**src/verilog/tws_regs.svh**
```systemverilog
// Purpose: register offsets, bit positions, status codes and reset values
// Assumes: byte offsets on a 4-bit register address port
// Notes: definitions only
`ifndef TWS_REGS_SVH
`define TWS_REGS_SVH
`define TWS_OFS_CTRL 4'h0
`define TWS_OFS_STAT 4'h4
`define TWS_OFS_DATA 4'h8
`define TWS_OFS_ADDR 4'hC
`define TWS_CB_FLAG 7
`define TWS_CB_ACKEN 6
`define TWS_CB_STA 5
`define TWS_CB_STO 4
`define TWS_CB_WC 3
`define TWS_CB_EN 2
`define TWS_CB_IE 0
`define TWS_SC_A8 8'hA8
`define TWS_SC_B0 8'hB0
`define TWS_SC_B8 8'hB8
`define TWS_SC_C0 8'hC0
`define TWS_SC_C8 8'hC8
`define TWS_SC_F8 8'hF8
`define TWS_CODE_MASK 8'hF8
`define TWS_PRESC_MASK 8'h03
`define TWS_RST_BYTE 8'h00
`define TWS_RST_DATA 8'hFF
`define TWS_NBITS 4'h8
`define TWS_LAST_TX 4'h7
`endif

```
**src/verilog/tws_pkg.sv**
```systemverilog
// Purpose: shared types of the two-wire slave transmitter
// Assumes: constants live in tws_regs.svh
// Notes: states are one-hot
package tws_pkg;
	typedef enum logic [5:0] {
		st_idle = 6'h01,
		st_addr = 6'h02,
		st_aack = 6'h04,
		st_tx = 6'h08,
		st_rack = 6'h10,
		st_done = 6'h20
	} tws_state_t;
	typedef struct packed {
		logic scl;
		logic sda;
	} tws_line_t;
	typedef struct packed {
		logic [3:0] addr;
		logic [7:0] wdata;
		logic wr;
		logic rd;
	} tws_req_t;
endpackage

```
**src/verilog/tws_sync.sv**
```systemverilog
// Purpose: two-flop synchroniser for the bus pins
// Assumes: inputs are asynchronous to clk_i
// Notes: first stage feeds only the second
`timescale 1ns/1ps
module tws_sync #(parameter int W = 2) (
	input wire logic clk_i,
	input wire logic reset_i,
	input wire logic [W-1:0] d_i,
	output logic [W-1:0] q_o
);
	logic [W-1:0] meta_q;
	////////////////////////////////////////////////////////////
	// one synchroniser per pin, idle bus level is high
	for (genvar i = 0; i < W; i++) begin : g_bit
		always_ff @(posedge clk_i or posedge reset_i) begin
			if (reset_i) begin
				meta_q[i] <= 1'b1;
				q_o[i] <= 1'b1;
			end else begin
				meta_q[i] <= d_i[i];
				q_o[i] <= meta_q[i];
			end
		end
	end
endmodule

```
**src/verilog/tws_cond.sv**
```systemverilog
// Purpose: clock edge and start/stop detection on synchronised lines
// Assumes: line_i already synchronised to clk_i
// Notes: outputs are one-cycle pulses
`timescale 1ns/1ps
module tws_cond (
	input wire logic clk_i,
	input wire logic reset_i,
	input wire tws_pkg::tws_line_t line_i,
	output logic rise_o,
	output logic fall_o,
	output logic start_o,
	output logic stop_o
);
	import tws_pkg::*;
	tws_line_t prev_q;
	////////////////////////////////////////////////////////////
	// previous line levels
	always_ff @(posedge clk_i or posedge reset_i) begin
		if (reset_i) begin
			prev_q <= '1;
		end else begin
			prev_q <= line_i;
		end
	end
	// edges of clock, data edges while clock high
	assign rise_o = line_i.scl && !prev_q.scl;
	assign fall_o = !line_i.scl && prev_q.scl;
	assign start_o = line_i.scl && prev_q.scl && prev_q.sda && !line_i.sda;
	assign stop_o = line_i.scl && prev_q.scl && !prev_q.sda && line_i.sda;
endmodule

```
**src/verilog/tws_slave_tx.sv**
```systemverilog
// Purpose: two-wire bus slave transmitter with register port
// Assumes: 50 MHz clk_i samples the bus pins; register strobes from clk_i logic
// Notes: open-drain pins, an enable high pulls the line low
//
// Decided for this implementation: the placing of the registers and the address-and-strobe port.
`timescale 1ns/1ps
`include "tws_regs.svh"
// Behaviour
// - status codes compared with prescaler bits masked
// - respond when top seven address bits match
// - address lsb enables general call response
// - read direction enters transmit, write direction is left unanswered
// - completed bus event sets flag and status
// - own address read acknowledged reports A8
// - lost arbitration then addressed reports B0
// - data byte acknowledged reports B8
// - software loads byte, clears flag, sets ack
// - not-acknowledged data byte reports C0
// - acknowledged final byte reports C8
// - after C0/C8 release becomes not addressed
// - ack enable cleared sends one last byte
// - disconnected slave leaves data line released
// - ack enable zero ignores own address
// - address recognised during sleep, wake requested
// - clock held low through wake until release
// - data register not refilled from bus
// - flag clear reads status F8
module tws_slave_tx (
	input wire logic clk_i,
	input wire logic reset_i,
	input wire tws_pkg::tws_req_t bus_i,
	output logic [7:0] rdata_o,
	input wire tws_pkg::tws_line_t line_i,
	output tws_pkg::tws_line_t line_o,
	output tws_pkg::tws_line_t oe_o,
	input wire logic sleep_i,
	input wire logic arb_lost_i,
	output logic wake_o,
	output logic flag_o,
	output logic start_o
);
	import tws_pkg::*;

	tws_line_t ln_s;
	logic rise_w, fall_w, start_w, stop_w;
	tws_state_t st_q;
	logic flag_q, acken_q, sta_q, sto_q, wc_q, en_q, ie_q;
	logic [7:0] addr_q, data_q, code_q, sh_q;
	logic [1:0] presc_q;
	logic [3:0] cnt_q;
	logic last_q, nack_q, arb_q, busy_q;
	logic wr_ctrl, wr_data, flag_clr, release_w, hit_w, ev_w;
	logic [7:0] ev_code, stat_w;

	////////////////////////////////////////////////////////////
	// pin synchronisers and bus condition detection
	tws_sync #(.W(2)) u_sync (
		.clk_i(clk_i),
		.reset_i(reset_i),
		.d_i(line_i),
		.q_o(ln_s)
	);

	tws_cond u_cond (
		.clk_i(clk_i),
		.reset_i(reset_i),
		.line_i(ln_s),
		.rise_o(rise_w),
		.fall_o(fall_w),
		.start_o(start_w),
		.stop_o(stop_w)
	);

	////////////////////////////////////////////////////////////
	// register port decode
	assign wr_ctrl = bus_i.wr && (bus_i.addr == `TWS_OFS_CTRL);
	assign wr_data = bus_i.wr && (bus_i.addr == `TWS_OFS_DATA);
	assign flag_clr = wr_ctrl && bus_i.wdata[`TWS_CB_FLAG];
	assign release_w = flag_q && flag_clr; // software hands the bus back

	// address match: own address or enabled general call
	assign hit_w = acken_q &&
		((sh_q[7:1] == addr_q[7:1]) ||
		((sh_q[7:1] == 7'h00) && addr_q[0]));

	// bus events that raise the flag and their codes
	assign ev_w = en_q && fall_w && ((st_q == st_aack) || (st_q == st_rack));
	always_comb begin
		ev_code = `TWS_SC_A8;
		if (st_q == st_aack) begin
			if (arb_q) begin
				ev_code = `TWS_SC_B0;
			end
		end else if (nack_q) begin
			ev_code = `TWS_SC_C0;
		end else if (last_q) begin
			ev_code = `TWS_SC_C8;
		end else begin
			ev_code = `TWS_SC_B8;
		end
	end

	// status view: F8 while no flag, prescaler in low bits
	assign stat_w = (flag_q ? (code_q & `TWS_CODE_MASK) : `TWS_SC_F8)
		| {6'h00, presc_q};

	////////////////////////////////////////////////////////////
	// control bits written by software
	always_ff @(posedge clk_i or posedge reset_i) begin
		if (reset_i) begin
			acken_q <= 1'b0;
			sta_q <= 1'b0;
			sto_q <= 1'b0;
			en_q <= 1'b0;
			ie_q <= 1'b0;
		end else if (wr_ctrl) begin
			acken_q <= bus_i.wdata[`TWS_CB_ACKEN];
			sta_q <= bus_i.wdata[`TWS_CB_STA];
			sto_q <= bus_i.wdata[`TWS_CB_STO];
			en_q <= bus_i.wdata[`TWS_CB_EN];
			ie_q <= bus_i.wdata[`TWS_CB_IE];
		end
	end

	// event flag: the bus event wins over a clearing write
	always_ff @(posedge clk_i or posedge reset_i) begin
		if (reset_i) begin
			flag_q <= 1'b0;
		end else if (ev_w) begin
			flag_q <= 1'b1;
		end else if (flag_clr || !en_q) begin
			flag_q <= 1'b0;
		end
	end

	// status code latched with each event
	always_ff @(posedge clk_i or posedge reset_i) begin
		if (reset_i) begin
			code_q <= `TWS_SC_F8;
		end else if (ev_w) begin
			code_q <= ev_code;
		end
	end

	// prescaler bits, stored only
	always_ff @(posedge clk_i or posedge reset_i) begin
		if (reset_i) begin
			presc_q <= 2'h0;
		end else if (bus_i.wr && (bus_i.addr == `TWS_OFS_STAT)) begin
			presc_q <= bus_i.wdata[1:0];
		end
	end

	// own address register
	always_ff @(posedge clk_i or posedge reset_i) begin
		if (reset_i) begin
			addr_q <= `TWS_RST_BYTE;
		end else if (bus_i.wr && (bus_i.addr == `TWS_OFS_ADDR)) begin
			addr_q <= bus_i.wdata;
		end
	end

	// data register: written only while the flag is set, never from the bus
	always_ff @(posedge clk_i or posedge reset_i) begin
		if (reset_i) begin
			data_q <= `TWS_RST_DATA;
			wc_q <= 1'b0;
		end else if (wr_data) begin
			if (flag_q) begin
				data_q <= bus_i.wdata;
				wc_q <= 1'b0;
			end else begin
				wc_q <= 1'b1; // collision, byte dropped
			end
		end
	end

	// read data one cycle after the strobe
	always_ff @(posedge clk_i or posedge reset_i) begin
		if (reset_i) begin
			rdata_o <= `TWS_RST_BYTE;
		end else if (bus_i.rd) begin
			unique case (bus_i.addr)
				`TWS_OFS_CTRL: rdata_o <= {flag_q, acken_q, sta_q, sto_q, wc_q, en_q, 1'b0, ie_q};
				`TWS_OFS_STAT: rdata_o <= stat_w;
				`TWS_OFS_DATA: rdata_o <= data_q;
				`TWS_OFS_ADDR: rdata_o <= addr_q;
				default: rdata_o <= `TWS_RST_BYTE;
			endcase
		end else begin
			rdata_o <= `TWS_RST_BYTE;
		end
	end

	////////////////////////////////////////////////////////////
	// arbitration loss marker and bus busy tracking
	always_ff @(posedge clk_i or posedge reset_i) begin
		if (reset_i) begin
			arb_q <= 1'b0;
		end else if (arb_lost_i) begin
			arb_q <= 1'b1;
		end else if (stop_w || (ev_w && (st_q == st_aack))) begin
			arb_q <= 1'b0;
		end
	end

	always_ff @(posedge clk_i or posedge reset_i) begin
		if (reset_i) begin
			busy_q <= 1'b0;
		end else if (start_w) begin
			busy_q <= 1'b1;
		end else if (stop_w) begin
			busy_q <= 1'b0;
		end
	end

	////////////////////////////////////////////////////////////
	// transfer sequencer
	always_ff @(posedge clk_i or posedge reset_i) begin
		if (reset_i) begin
			st_q <= st_idle;
			sh_q <= 8'hFF;
			cnt_q <= 4'h0;
			last_q <= 1'b0;
			nack_q <= 1'b0;
		end else if (!en_q) begin
			st_q <= st_idle;
		end else if (start_w) begin
			st_q <= st_addr;
			cnt_q <= 4'h0;
		end else if (stop_w) begin
			st_q <= st_idle;
		end else begin
			unique case (st_q)
				st_idle: begin
				end
				st_addr: begin
					if (rise_w) begin
						sh_q <= {sh_q[6:0], ln_s.sda};
						cnt_q <= cnt_q + 4'h1;
					end else if (fall_w && (cnt_q == `TWS_NBITS)) begin
						// read direction acknowledged, write or no match goes to st_done
						st_q <= (hit_w && sh_q[0]) ? st_aack : st_done;
					end
				end
				st_aack: begin
					if (fall_w) begin
						st_q <= st_tx;
						cnt_q <= 4'h0;
						nack_q <= 1'b0;
						last_q <= 1'b0;
					end
				end
				st_tx: begin
					if (release_w) begin
						if (nack_q || last_q) begin
							st_q <= st_done;
						end else begin
							sh_q <= data_q;
							last_q <= !bus_i.wdata[`TWS_CB_ACKEN];
							cnt_q <= 4'h0;
						end
					end else if (!flag_q && fall_w) begin
						sh_q <= {sh_q[6:0], 1'b1};
						cnt_q <= cnt_q + 4'h1;
						if (cnt_q == `TWS_LAST_TX) begin
							st_q <= st_rack;
						end
					end
				end
				st_rack: begin
					if (rise_w) begin
						nack_q <= ln_s.sda;
					end else if (fall_w) begin
						st_q <= st_tx;
					end
				end
				st_done: begin
					// master clocks ignored until start or stop
				end
			endcase
		end
	end

	////////////////////////////////////////////////////////////
	// open-drain drivers
	always_ff @(posedge clk_i or posedge reset_i) begin
		if (reset_i) begin
			oe_o <= '0;
			line_o <= '0;
		end else begin
			line_o <= '0;
			// clock held low from the event until software releases
			oe_o.scl <= en_q && (ev_w || (flag_q && (st_q == st_tx)));
			oe_o.sda <= en_q && ((st_q == st_aack) ||
				((st_q == st_tx) && !flag_q && !sh_q[7]));
		end
	end

	// wake request: address match seen while asleep
	always_ff @(posedge clk_i or posedge reset_i) begin
		if (reset_i) begin
			wake_o <= 1'b0;
		end else if (ev_w && (st_q == st_aack) && sleep_i) begin
			wake_o <= 1'b1;
		end else if (!sleep_i) begin
			wake_o <= 1'b0;
		end
	end

	// flag and start request outputs
	always_ff @(posedge clk_i or posedge reset_i) begin
		if (reset_i) begin
			flag_o <= 1'b0;
			start_o <= 1'b0;
		end else begin
			flag_o <= flag_q && ie_q;
			start_o <= en_q && sta_q && !busy_q && (st_q == st_idle || st_q == st_done);
		end
	end
endmodule

```
**config.mk**
```make
export PLATFORM = sky130hd
export DESIGN_NAME = tws_slave_tx
export DESIGN_NICKNAME = d
export VERILOG_FILES = /design/src/verilog/tws_pkg.sv /design/src/verilog/tws_sync.sv /design/src/verilog/tws_cond.sv /design/src/verilog/tws_slave_tx.sv
export VERILOG_INCLUDE_DIRS = /design/src /design/src/verilog
export SDC_FILE = /design/constraint.sdc
export NUM_CORES = 1
export LEC_CHECK = 0
export ABC_AREA = 1
export BUFFER_PORTS_ARGS = -buffer_cell sky130_fd_sc_hd__buf_2
export CAP_MARGIN = 5
export CELL_PAD_IN_SITES_DETAIL_PLACEMENT = 0
export CELL_PAD_IN_SITES_GLOBAL_PLACEMENT = 1
export CORE_MARGIN = 4
export CORE_UTILIZATION = 32
export CTS_CLUSTER_SIZE = 16
export DETAILED_ROUTE_END_ITERATION = 8
export PLACE_DENSITY = 0.6
export SLEW_MARGIN = 20
export SYNTH_ARGS = -nofsm -noshare
export SYNTH_HDL_FRONTEND = slang
export SYNTH_HIERARCHICAL = 1
export SYNTH_SLANG_ARGS = --single-unit
```
**constraint.sdc**
```tcl
create_clock -name clk_i -period 2.8 [get_ports clk_i]
set_clock_uncertainty 0.15 [all_clocks]
set_input_delay 0.14 -clock clk_i [delete_from_list [all_inputs] [get_ports clk_i]]
set_output_delay 0.14 -clock clk_i [all_outputs]
set_load 0.01 [all_outputs]
```
==> results.md, run 1 <==
* Leading area contributor after synthesis: dfrtp_1
* Die W at 115 um
* Die Y at 115 um
* Worst Hold Class: in2reg
* DR vias/cell at 4.67
* Number of global-route vias before repair at 2920
* Initial antenna violation count at 0
* Post-synthesis register bit count at 70
* Mapped Area at 3640 um2
* Ys Warns at 6
* First-pass GRT wire length at 15700 um
* Final RePlAce weighted congestion at 0.837
* Routed WL at 9430 um
* Leading cell type in the layout, fill and taps excluded: nand2_1
* Largest delay share family, worst path: simple AND/OR/NAND/NOR gates
* Global route overflow at 0
* Skew-Pair Late Insertion Delay at around 330 ps
* Number of remaining DRC errors at 0
* Clock Path Buffers at 2
* Hold slack at between 30 and 40 ps
* ANT cells at 0
* Clock sinks at 70
* FMAX at 479 MHz
* Full die area at ~13000 um2
* Yosys top cell area share at 0.295
* Synth unique cells at 48
* Status: completed
* WP data arrival at 2210 ps
* Most frequent cells in the layout: nand2_1, inv_1, dfrtp_1, o21ai_0, nor2_1
* Unrepaired setup endpoints after global routing: false
* DP Worst Slack at 714 ps
* CTS HTree Levels at 3
* DRT Pass-1 Iters at 4
* TritonCTS clock tree: yes
* Reg2Reg Launch Point: u_cond/prev_q[1]$_DFF_PP1_
* Final Net Count at 513
* Dpl hpwl at 7200 um
* Worst path bufs/invs at 3
* Antenna Violating Nets Remaining at 0
* Root buffer cell: clkbuf_16
* R2R Setup Slk at roughly 710 ps
* Worst setup EP type: flop
* WP depth at 12
* Setup TNS at 0 ps
* Setup ws final at 712 ps
* Post-synth ARST share at 1.00
* Post-CTS setup buffer count at 0
* FF-to-FF path depth at 12
* Starting Density at 0.332
* Worst path cell trace: inv_1, nor2_1, inv_2, nor2_1, inv_2, nor3_1, nor2_1, nand2_1, nand3_4, nor2_4, nand2_1, nand2_1
* Slew HR at 0.467
* Startpoint Class: flop
* WS Path Type: reg2reg
* Sequential fraction of the synthesis area at 0.490
* Slew of the pin with the lowest slew margin at between 700 and 800 ps
* Hold Path End: presc_q[0]$_DFFE_PP0P_
* Crit-path max cell delay at 530 ps
* DRT iter0 DRCs at 189
* Final instance area at 4410 um2
* Std-Cell Rows at 38
* Clk slew on worst S/H paths at about 60 ps
* P&R area growth vs syn at 21.0%
* Avg Cell Area, Syn at 8.37 um2
* Num CTS Buffers at 9
* Final setup viols at 0
* IO buf count at 32
* Core Util, Final at 0.401
* WHS Path Cells at 3
* Final hold viol count at 0
* Crit-path slowest cell: dfstp_2
* Max Slew Vio Count at 0
* Total GRT Usage at 0.156
* Post-Syn Instances at between 400 and 500
* Critical Path RT at 2920 ps
* Peak VDD IR at 0.245 mV
* Core area at 11000 um2
* Layout cells sized above 1 at 0.244
* Main synth FF type: dfrtp_1
* Routed wire per std cell at 14.8 um
* Post-synth EDFFs at 0
* Largest fanout on the critical path at 7
* Placed Area at approximately 4000 um2
* MaxCap Viol Count at 0
* Power per cell area at 601 nW/um2
* Final Critical Period at around 2100 ps
* Hold Crit Start: bus_i[1]
* Via count at 2969
* I/O pins at 35
* Leak pwr at 0.00216 uW
* Reg2reg end: st_q[2]$_DFFE_PP0P_
* Top area cells in the synthesized netlist: dfrtp_1, dfstp_2, nand2_1
* Fin crit share at 0.746
* Largest net degree at the start of global routing at 38
[flip-flops by register name, summed over array words and instances (netlist names), 2 cells and up]
| name | cells |
|---|---|
| addr_q | 8 |
| data_q | 8 |
| rdata_o | 8 |
| sh_q | 8 |
| st_q | 6 |
| cnt_q | 4 |
| code_q | 4 |
| oe_o | 2 |
| presc_q | 2 |
| u_cond/prev_q | 2 |
| u_sync/meta_q | 2 |
| u_sync/q_o | 2 |
[where the power goes]
part / internal [uW] / switching (uW)
combinational: 124 / 176
clock: 740 / 410
sequential: 1110 / 88.9
total: 1970 / 675
[layer usage]
| layer | up-vias | track usage | part of all wire |
|---|---|---|---|
| met3 | 11 | 0.0280 | 0.043 |
| met5 | - | 0 | 0 |
| met4 | 0 | 0.0649 | 0.015 |
| met1 | 1384 | 0.226 | 0.51 |
| li1 | 1512 | - | - |
| met2 | 62 | 0.229 | 0.43 |
[timing repair]
item | CTS | global route
gates resized for setup | 0 | 0
hold buffers | 14 | 0
hold endpoints to repair | 57 | 0
[area by class of cell]
type                    count  area, um2
well taps                 140        175
clock inverters             1       30.0
clock buffers              15        268
flip-flops and latches     70       1790
multi-input cells         302       1600
inverters                  59        229
fillers                  1155       6580
repair buffers             49        323
[Yosys cell counts, drive strengths merged, types with 4 or more instances]
cell type  number
nand2         123
inv            59
nor2           51
dfrtp          43
o21ai          43
nand3          33
dfstp          27
a21oi           8
nor3            7
xnor2           7
nand4           5
buf             4
[cell families after synthesis]
family                     after synthesis  synth area share
and+or+nand+nor                        223             0.296
DFF                                     70             0.490
AOI/OAI and AO/OA                       66             0.112
buffers and inverters                   64            0.0725
xor gates and xnor gates                 9            0.0216
adders and majority gates                2           0.00687
other                                    1           0.00103
[metrics by stage]
step,instances,power [uW]
2_1_floorplan,436,1400
3_3_place_gp,606,1500
3_5_place_dp,606,1510
4_1_cts,636,2690
5_1_grt,636,2800
6_report,636,2650
[worst reg2reg max path: stages (launching register included)]
cell and delay (ps):
dfstp_2 530, inv_1 40, nor2_1 350, inv_2 60, nor2_1 160, inv_2 60, nor3_1 150, nor2_1 60
nand2_1 100, nand3_4 120, nor2_4 130, nand2_1 70, nand2_1 50
[how the worst max path moves through the flow]
| stage | startpoint | to | slack [ps] |
|---|---|---|---|
| 2_1_floorplan | u_sync/q_o[0]$_DFF_PP1_ | sh_q[0]$_DFFE_PP1P_ | 930 |
| 3_3_place_gp | u_sync/q_o[0]$_DFF_PP1_ | sh_q[0]$_DFFE_PP1P_ | 750 |
| 3_5_place_dp | u_sync/q_o[0]$_DFF_PP1_ | sh_q[0]$_DFFE_PP1P_ | 710 |
| 4_1_cts | u_sync/q_o[0]$_DFF_PP1_ | sh_q[0]$_DFFE_PP1P_ | 710 |
| 5_1_grt | u_sync/q_o[0]$_DFF_PP1_ | sh_q[5]$_DFFE_PP1P_ | 530 |
| 6_report | u_cond/prev_q[1]$_DFF_PP1_ | st_q[2]$_DFFE_PP0P_ | 710 |
Note: power is estimated with default switching activity, not from simulation.
==> run 2, diff against run 1 <==
==> constraint.sdc (replaced) <==
create_clock -name clk_i -period 2.1 [get_ports clk_i]
set_clock_uncertainty 0.15 [all_clocks]
set_input_delay 0.105 -clock clk_i [delete_from_list [all_inputs] [get_ports clk_i]]
set_output_delay 0.105 -clock clk_i [all_outputs]
set_load 0.01 [all_outputs]
==> results.md, run 2 (synthesis results as in run 1) <==
* WP data arrival at 2060 ps (-150 ps)
* Largest net degree at the start of global routing at 65 (+71%)
* R2R Setup Slk at 160 ps (-550 ps)
* Total GRT Usage at 0.157 (+0.000340)
* Critical Path RT at 2210 ps (-710 ps)
* FF-to-FF path depth at 10 (-2)
* Leak pwr at 0.00219 uW (+1.3%)
* Crit-path max cell delay at 530 ps (about the same)
* I/O pins at 35 (unchanged)
* Top cell by count, worst path: nand2_1
* Starting Density at 0.332 (unchanged)
* Skew-Pair Late Insertion Delay at 330 ps (about the same)
* P&R area growth vs syn at 22.2%
* Global route overflow at 0 (unchanged)
* Clock Path Buffers at 2 (unchanged)
* Final Net Count at 521 (+1.6%)
* Largest fanout on the critical path at 9 (+2)
* WHS Path Cells at 3 (unchanged)
* Peak VDD IR at 0.303 mV (+23%)
* ANT cells at 0 (unchanged)
* Via count at 2955 (-0.47%)
* Worst path cell trace: inv_1, nand2_1, nor2_1, or2_1, nor2_4, o211ai_2, a21oi_4, nand2_4, nand2_1, nand2_1
* Core area at 11000 um2 (unchanged)
* DR vias/cell at 4.59 (-1.7%)
* PnR Total Power at 3400 uW (+28%)
* Dpl hpwl at 7230 um (+0.36%)
* Unrepaired setup endpoints after global routing: false
* Worst setup EP type: flop
* Num CTS Buffers at 9 (unchanged)
* DRT Pass-1 Iters at 4 (unchanged)
* IO buf count at 32 (unchanged)
* Fin crit share at 0.924 (+0.179)
* Layout cells sized above 1 at 0.262 (+0.0180)
* CTS HTree Levels at 3 (unchanged)
* Die Y at 115 um (unchanged)
* Final RePlAce weighted congestion at 0.814 (-2.7%)
* Worst Hold Class: in2reg
* MaxCap Viol Count at 0 (unchanged)
* WS Path Type: reg2reg
* FMAX at 515 MHz (+7.6%)
* TritonCTS clock tree: yes
* Number of global-route vias before repair at 2970 (+1.7%)
* Leading cell type in the layout, fill and taps excluded: nand2_1
* Clock sinks at 70 (unchanged)
* Status: completed
* Final Critical Period at 1940 ps (-147 ps)
* Routed WL at 9560 um (+1.5%)
* Max Slew Vio Count at 0 (unchanged)
* Initial antenna violation count at 0 (unchanged)
* Number of remaining DRC errors at 0 (unchanged)
* First-pass GRT wire length at 15800 um (+0.48%)
* Power per cell area at 763 nW/um2 (+27%)
* Antenna Violating Nets Remaining at 0 (unchanged)
* Final hold viol count at 0 (unchanged)
* Full die area at 13200 um2 (unchanged)
* Die W at 115 um (unchanged)
* Routed wire per std cell at 14.9 um (+0.19%)
* Setup TNS at 0 ps (unchanged)
* Most frequent cells in the layout: nand2_1, inv_1, dfrtp_1, o21ai_0, nor2_1
* Root buffer cell: clkbuf_16
* Fillers at 1095 (-5.2%)
* Clk slew on worst S/H paths at 60 ps (about the same)
* Final setup viols at 0 (unchanged)
* Crit-path slowest cell: dfstp_2
* Startpoint Class: flop
* Std-Cell Rows at 38 (unchanged)
* DRT iter0 DRCs at 247 (+31%)
## run 2: layout make-up
cell class,count,area [um2],area share
Sequential cell,70,1790,0.401
Clock inverter,6,38.8,0.00872
Multi-Input combinational cell,302,1600,0.359
Inverter,59,229,0.0515
Timing Repair Buffer,57,395,0.0889
Tap cell,140,175,0.0394
Clock buffer,10,229,0.0515
## run 2: worst paths after layout
path | from | to
worst min-delay path | bus_i[1] | presc_q[0]$_DFFE_PP0P_
min in group asynchronous | reset_i | u_cond/prev_q[1]$_DFF_PP1_
worst max register to register | u_sync/q_o[0]$_DFF_PP1_ | sh_q[7]$_DFFE_PP1P_
worst max-delay path | u_sync/q_o[0]$_DFF_PP1_ | sh_q[7]$_DFFE_PP1P_
worst min register to register | u_sync/meta_q[0]$_DFF_PP1_ | u_sync/q_o[0]$_DFF_PP1_
max in group asynchronous | reset_i | code_q[3]$_DFFE_PP1N_
## run 2: timing repair
item,in CTS,in global routing
hold endpoints to repair,82,0
buffers inserted,0,0
gates resized for setup,0,0
hold buffers,14,0
## run 2: stage by stage
step / utilization / cells / hold WS (ps) / worst slack, ps / instance area [um2]
finish: 0.405 / 644 / 9.05 / 159 / 4450
global route: 0.405 / 644 / 37.8 / 26.5 / 4450
CTS: 0.405 / 644 / 4.58 / 135 / 4450
detailed placement: 0.368 / 614 / 19.7 / 126 / 4040
global placement: 0.368 / 614 / 19.6 / 146 / 4040
floorplan: - / 436 / -134 / 227 / 3650
## run 2: routing by layer
layer	track usage	vias to the layer above	part of all wire	wire length, um
li1	-	1521	-	-
met1	0.227	1376	0.52	5010
met2	0.224	48	0.43	4070
met3	0.0307	10	0.031	298
met4	0.0713	0	0.019	180
met5	0	-	0	0
## run 2: power breakdown
group / internal [uW] / leakage (uW) / total [uW] / switching [uW]
Sequential: 1480 / 0.000848 / 1590 / 114
Clock: 794 / 0.000128 / 1380 / 585
Combinational: 181 / 0.00122 / 424 / 243
Total: 2460 / 0.00219 / 3400 / 941
## run 2: critical path, delay by kind of cell, from the launching register on
family          cells  cell delay (ps)
simple gates        7              750
flops               1              530
compound gates      2              410
buf+inv             1               40
==> run 3, diff against run 2 <==
--- a/config.mk
+++ b/config.mk
@@ -6,7 +6,6 @@
 export SDC_FILE = /design/constraint.sdc
 export NUM_CORES = 1
 export LEC_CHECK = 0
-export ABC_AREA = 1
 export BUFFER_PORTS_ARGS = -buffer_cell sky130_fd_sc_hd__buf_2
 export CAP_MARGIN = 5
 export CELL_PAD_IN_SITES_DETAIL_PLACEMENT = 0
@@ -15,7 +14,7 @@
 export CORE_UTILIZATION = 32
 export CTS_CLUSTER_SIZE = 16
 export DETAILED_ROUTE_END_ITERATION = 8
-export PLACE_DENSITY = 0.6
+export PLACE_DENSITY = 0.58
 export SLEW_MARGIN = 20
 export SYNTH_ARGS = -nofsm -noshare
 export SYNTH_HDL_FRONTEND = slang
==> results.md, run 3 <==
* Status: finished with violations
* Failing checks: negative setup slack
* Worst path cell trace: or4_4, or2_4, a311oi_4, a32oi_2, a21o_1, o2bb2ai_1
* Ys Warns at 6 (unchanged)
* Psw at 838 uW (-11%)
* Power per cell area at 679 nW/um2 (-11%)
* Full die area at 12500 um2 (-4.7%)
* Slew of the pin with the lowest slew margin at 640 ps
* Worst setup EP type: flop
* Critical Path RT at 2190 ps (-20 ps)
* Top post-synthesis cells by count: dfrtp_1, nand2_1, mux2_2
* Initial antenna violation count at 0 (unchanged)
* Mapped Area at 3460 um2 (-5.0%)
* Root buffer cell: clkbuf_8
* Post-synthesis register bit count at 70 (unchanged)
* Clk slew on worst S/H paths at 80 ps (+20 ps)
* Std-Cell Rows at 37 (-2.6%)
* Skew-Pair Late Insertion Delay at 350 ps (+20 ps)
* Sequential fraction of the synthesis area at 0.516 (+0.0259)
* Post-Syn Instances at 320 (-26%)
* Die Y at 112 um (-2.4%)
* Main synth FF type: dfrtp_1
* I/O pins at 35 (unchanged)
* WP data arrival at 2360 ps (+300 ps)
* Setup TNS at -1300 ps (-1300 ps)
* Startpoint Class: flop
* Final Net Count at 442 (-15%)
* Synth unique cells at 59 (+23%)
* Clock Path Buffers at 2 (unchanged)
* Most common cell in the synthesized netlist: dfrtp_1
* Post-synth ARST share at 1.00 (unchanged)
* Max Slew Vio Count at 0 (unchanged)
* Routed WL at 9240 um (-3.4%)
* Routed wire per std cell at 16.5 um (+11%)
* Fin crit share at 1.08 (+0.157)
* Crit-path slowest cell: or4_4
* P&R area growth vs syn at 35.7%
* Layout cells sized above 1 at 0.433 (+0.171)
* Crit-path max cell delay at 570 ps (+40 ps)
* Largest fanout on the critical path at 3 (-6)
* Number of global-route vias before repair at 2765 (-6.9%)
* Final hold viol count at 0 (unchanged)
* Clock sinks at 70 (unchanged)
* Yosys top cell area share at 0.311 (+0.0156)
* Core area at 10400 um2 (-5.2%)
* Leak pwr at 0.00208 uW (-5.3%)
* MaxCap Viol Count at 0 (unchanged)
* Antenna Violating Nets Remaining at 0 (unchanged)
* DR vias/cell at 4.95 (+7.8%)
* First-pass GRT wire length at 14800 um (-6.0%)
* DRT iter0 DRCs at 89 (-64%)
* Switching Fraction at 0.263 (-0.0142)
* Final Critical Period at 2270 ps (+331 ps)
* Leading area contributor after synthesis: dfrtp_1
* Slew HR at 0.568
* Die W at 112 um (-2.4%)
* Setup ws final at -172 ps (-331 ps)
* Final setup viols at 16 (+16)
* Sequential share of power at 0.477 (+0.008)
* Post-synth EDFFs at 0 (unchanged)
* IO buf count at 32 (unchanged)
* Num CTS Buffers at 9 (unchanged)
* Final RePlAce weighted congestion at 0.915 (+12%)
* Total GRT Usage at 0.151 (-0.00597)
* ANT cells at 0 (unchanged)
* Avg Cell Area, Syn at 10.8 um2 (+29%)
* Clk pwr share at 0.386 (-0.020)
* Via count at 2775 (-6.1%)
* Most frequent cells in the layout: buf_4, dfrtp_1, buf_2, mux2_2
* Leading cell type in the layout, fill and taps excluded: buf_4
* Dpl hpwl at 6820 um (-5.7%)
* Worst Hold Class: in2reg
* Starting Density at 0.332 (+0.000508)
* DRT Pass-1 Iters at 4 (unchanged)
* Largest net degree at the start of global routing at 48 (-26%)
* Internal power at 2350 uW (-4.3%)
* Top area cells in the synthesized netlist: dfrtp_1, dfstp_2, mux2_2
* TritonCTS clock tree: yes
* Comb power frac at 0.136 (+0.011)
* Number of remaining DRC errors at 0 (unchanged)
* CTS HTree Levels at 3 (unchanged)
* WS Path Type: reg2reg
* FMAX at 440 MHz (-15%)
* Unrepaired setup endpoints after global routing: true
* Core Util, Final at 0.451 (+0.0456)
* Peak VDD IR at 0.344 mV (+14%)
* Global route overflow at 0 (unchanged)
## run 3: timing repair
item / CTS / global route
setup buffers: 4 / 5
setup endpoints to repair: 23 / 24
hold buffers: 17 / 0
endpoints found under the hold margin: 85 / 0
resized for setup: 8 / 24
pin swaps: 5 / 11
## run 3: cell families after synthesis
family / after synthesis / share of synthesized area
buf+inv: 27 / 0.0369
flops: 70 / 0.516
compound gates: 69 / 0.136
simple gates: 105 / 0.159
other cells: 1 / 0.00108
mux: 37 / 0.121
fa+ha+maj: 2 / 0.00723
xor+xnor: 9 / 0.0228
## run 3: layout make-up
| type | count | area, um2 |
|---|---|---|
| Timing Repair Buffer | 103 | 791 |
| Multi-Input combinational cell | 224 | 1680 |
| Clock buffer | 10 | 128 |
| Clock inverter | 6 | 93.8 |
| Inverter | 12 | 45.0 |
| Tap cell | 136 | 170 |
| Sequential cell | 70 | 1790 |
| Fill cell | 982 | 5720 |
## run 3: power by group through the flow
| stage | Combinational, uW | Sequential [uW] | Clock [uW] |
|---|---|---|---|
| global placement | 399 | 1540 | 0 |
| floorplan | 250 | 1520 | 0 |
| global route | 478 | 1530 | 1320 |
| finish | 434 | 1520 | 1230 |
| CTS | 427 | 1520 | 1270 |
| detailed placement | 399 | 1550 | 0 |
## run 3: layer usage
layer	GRT usage	routed length (um)
met1	0.215	4420
met2	0.221	4150
met3	0.0418	496
met4	0.0497	168
met5	0	0
## run 3: worst paths after layout
| kind | from | to | slack (ps) | depth (start not counted) |
|---|---|---|---|---|
| setup / recovery | st_q[3]$_DFFE_PP0P_ | cnt_q[2]$_DFFE_PP0P_ | -170 | 6 |
| hold / removal | bus_i[10] | rdata_o[4]$_DFF_PP0_ | 50 | 4 |
| setup reg to reg | st_q[3]$_DFFE_PP0P_ | cnt_q[2]$_DFFE_PP0P_ | -170 | 6 |
| hold reg to reg | u_sync/meta_q[0]$_DFF_PP1_ | u_sync/q_o[0]$_DFF_PP1_ | 210 | 0 |
| max in group asynchronous | reset_i | st_q[0]$_DFFE_PP1P_ | 990 | 4 |
| min in group asynchronous | reset_i | wake_o$_DFFE_PP0P_ | 170 | 3 |
## run 3: worst max-delay path: cells and delay by family, from the launching register on
| family | cells | cell delay (ps) |
|---|---|---|
| compound gates | 4 | 800 |
| flops | 1 | 380 |
| simple gates | 2 | 830 |
## run 3: per-stage QoR
step,instances,cell area [um2],setup WS [ps],hold slack [ps],total power [uW]
3_3_place_gp,520,4110,-151,-12.9,1940
2_1_floorplan,321,3490,-161,-134,1770
6_report,561,4690,-172,49.2,3190
3_5_place_dp,520,4110,-172,-9.95,1940
4_1_cts,557,4550,-146,35.9,3220
5_1_grt,561,4690,-220,63.1,3330
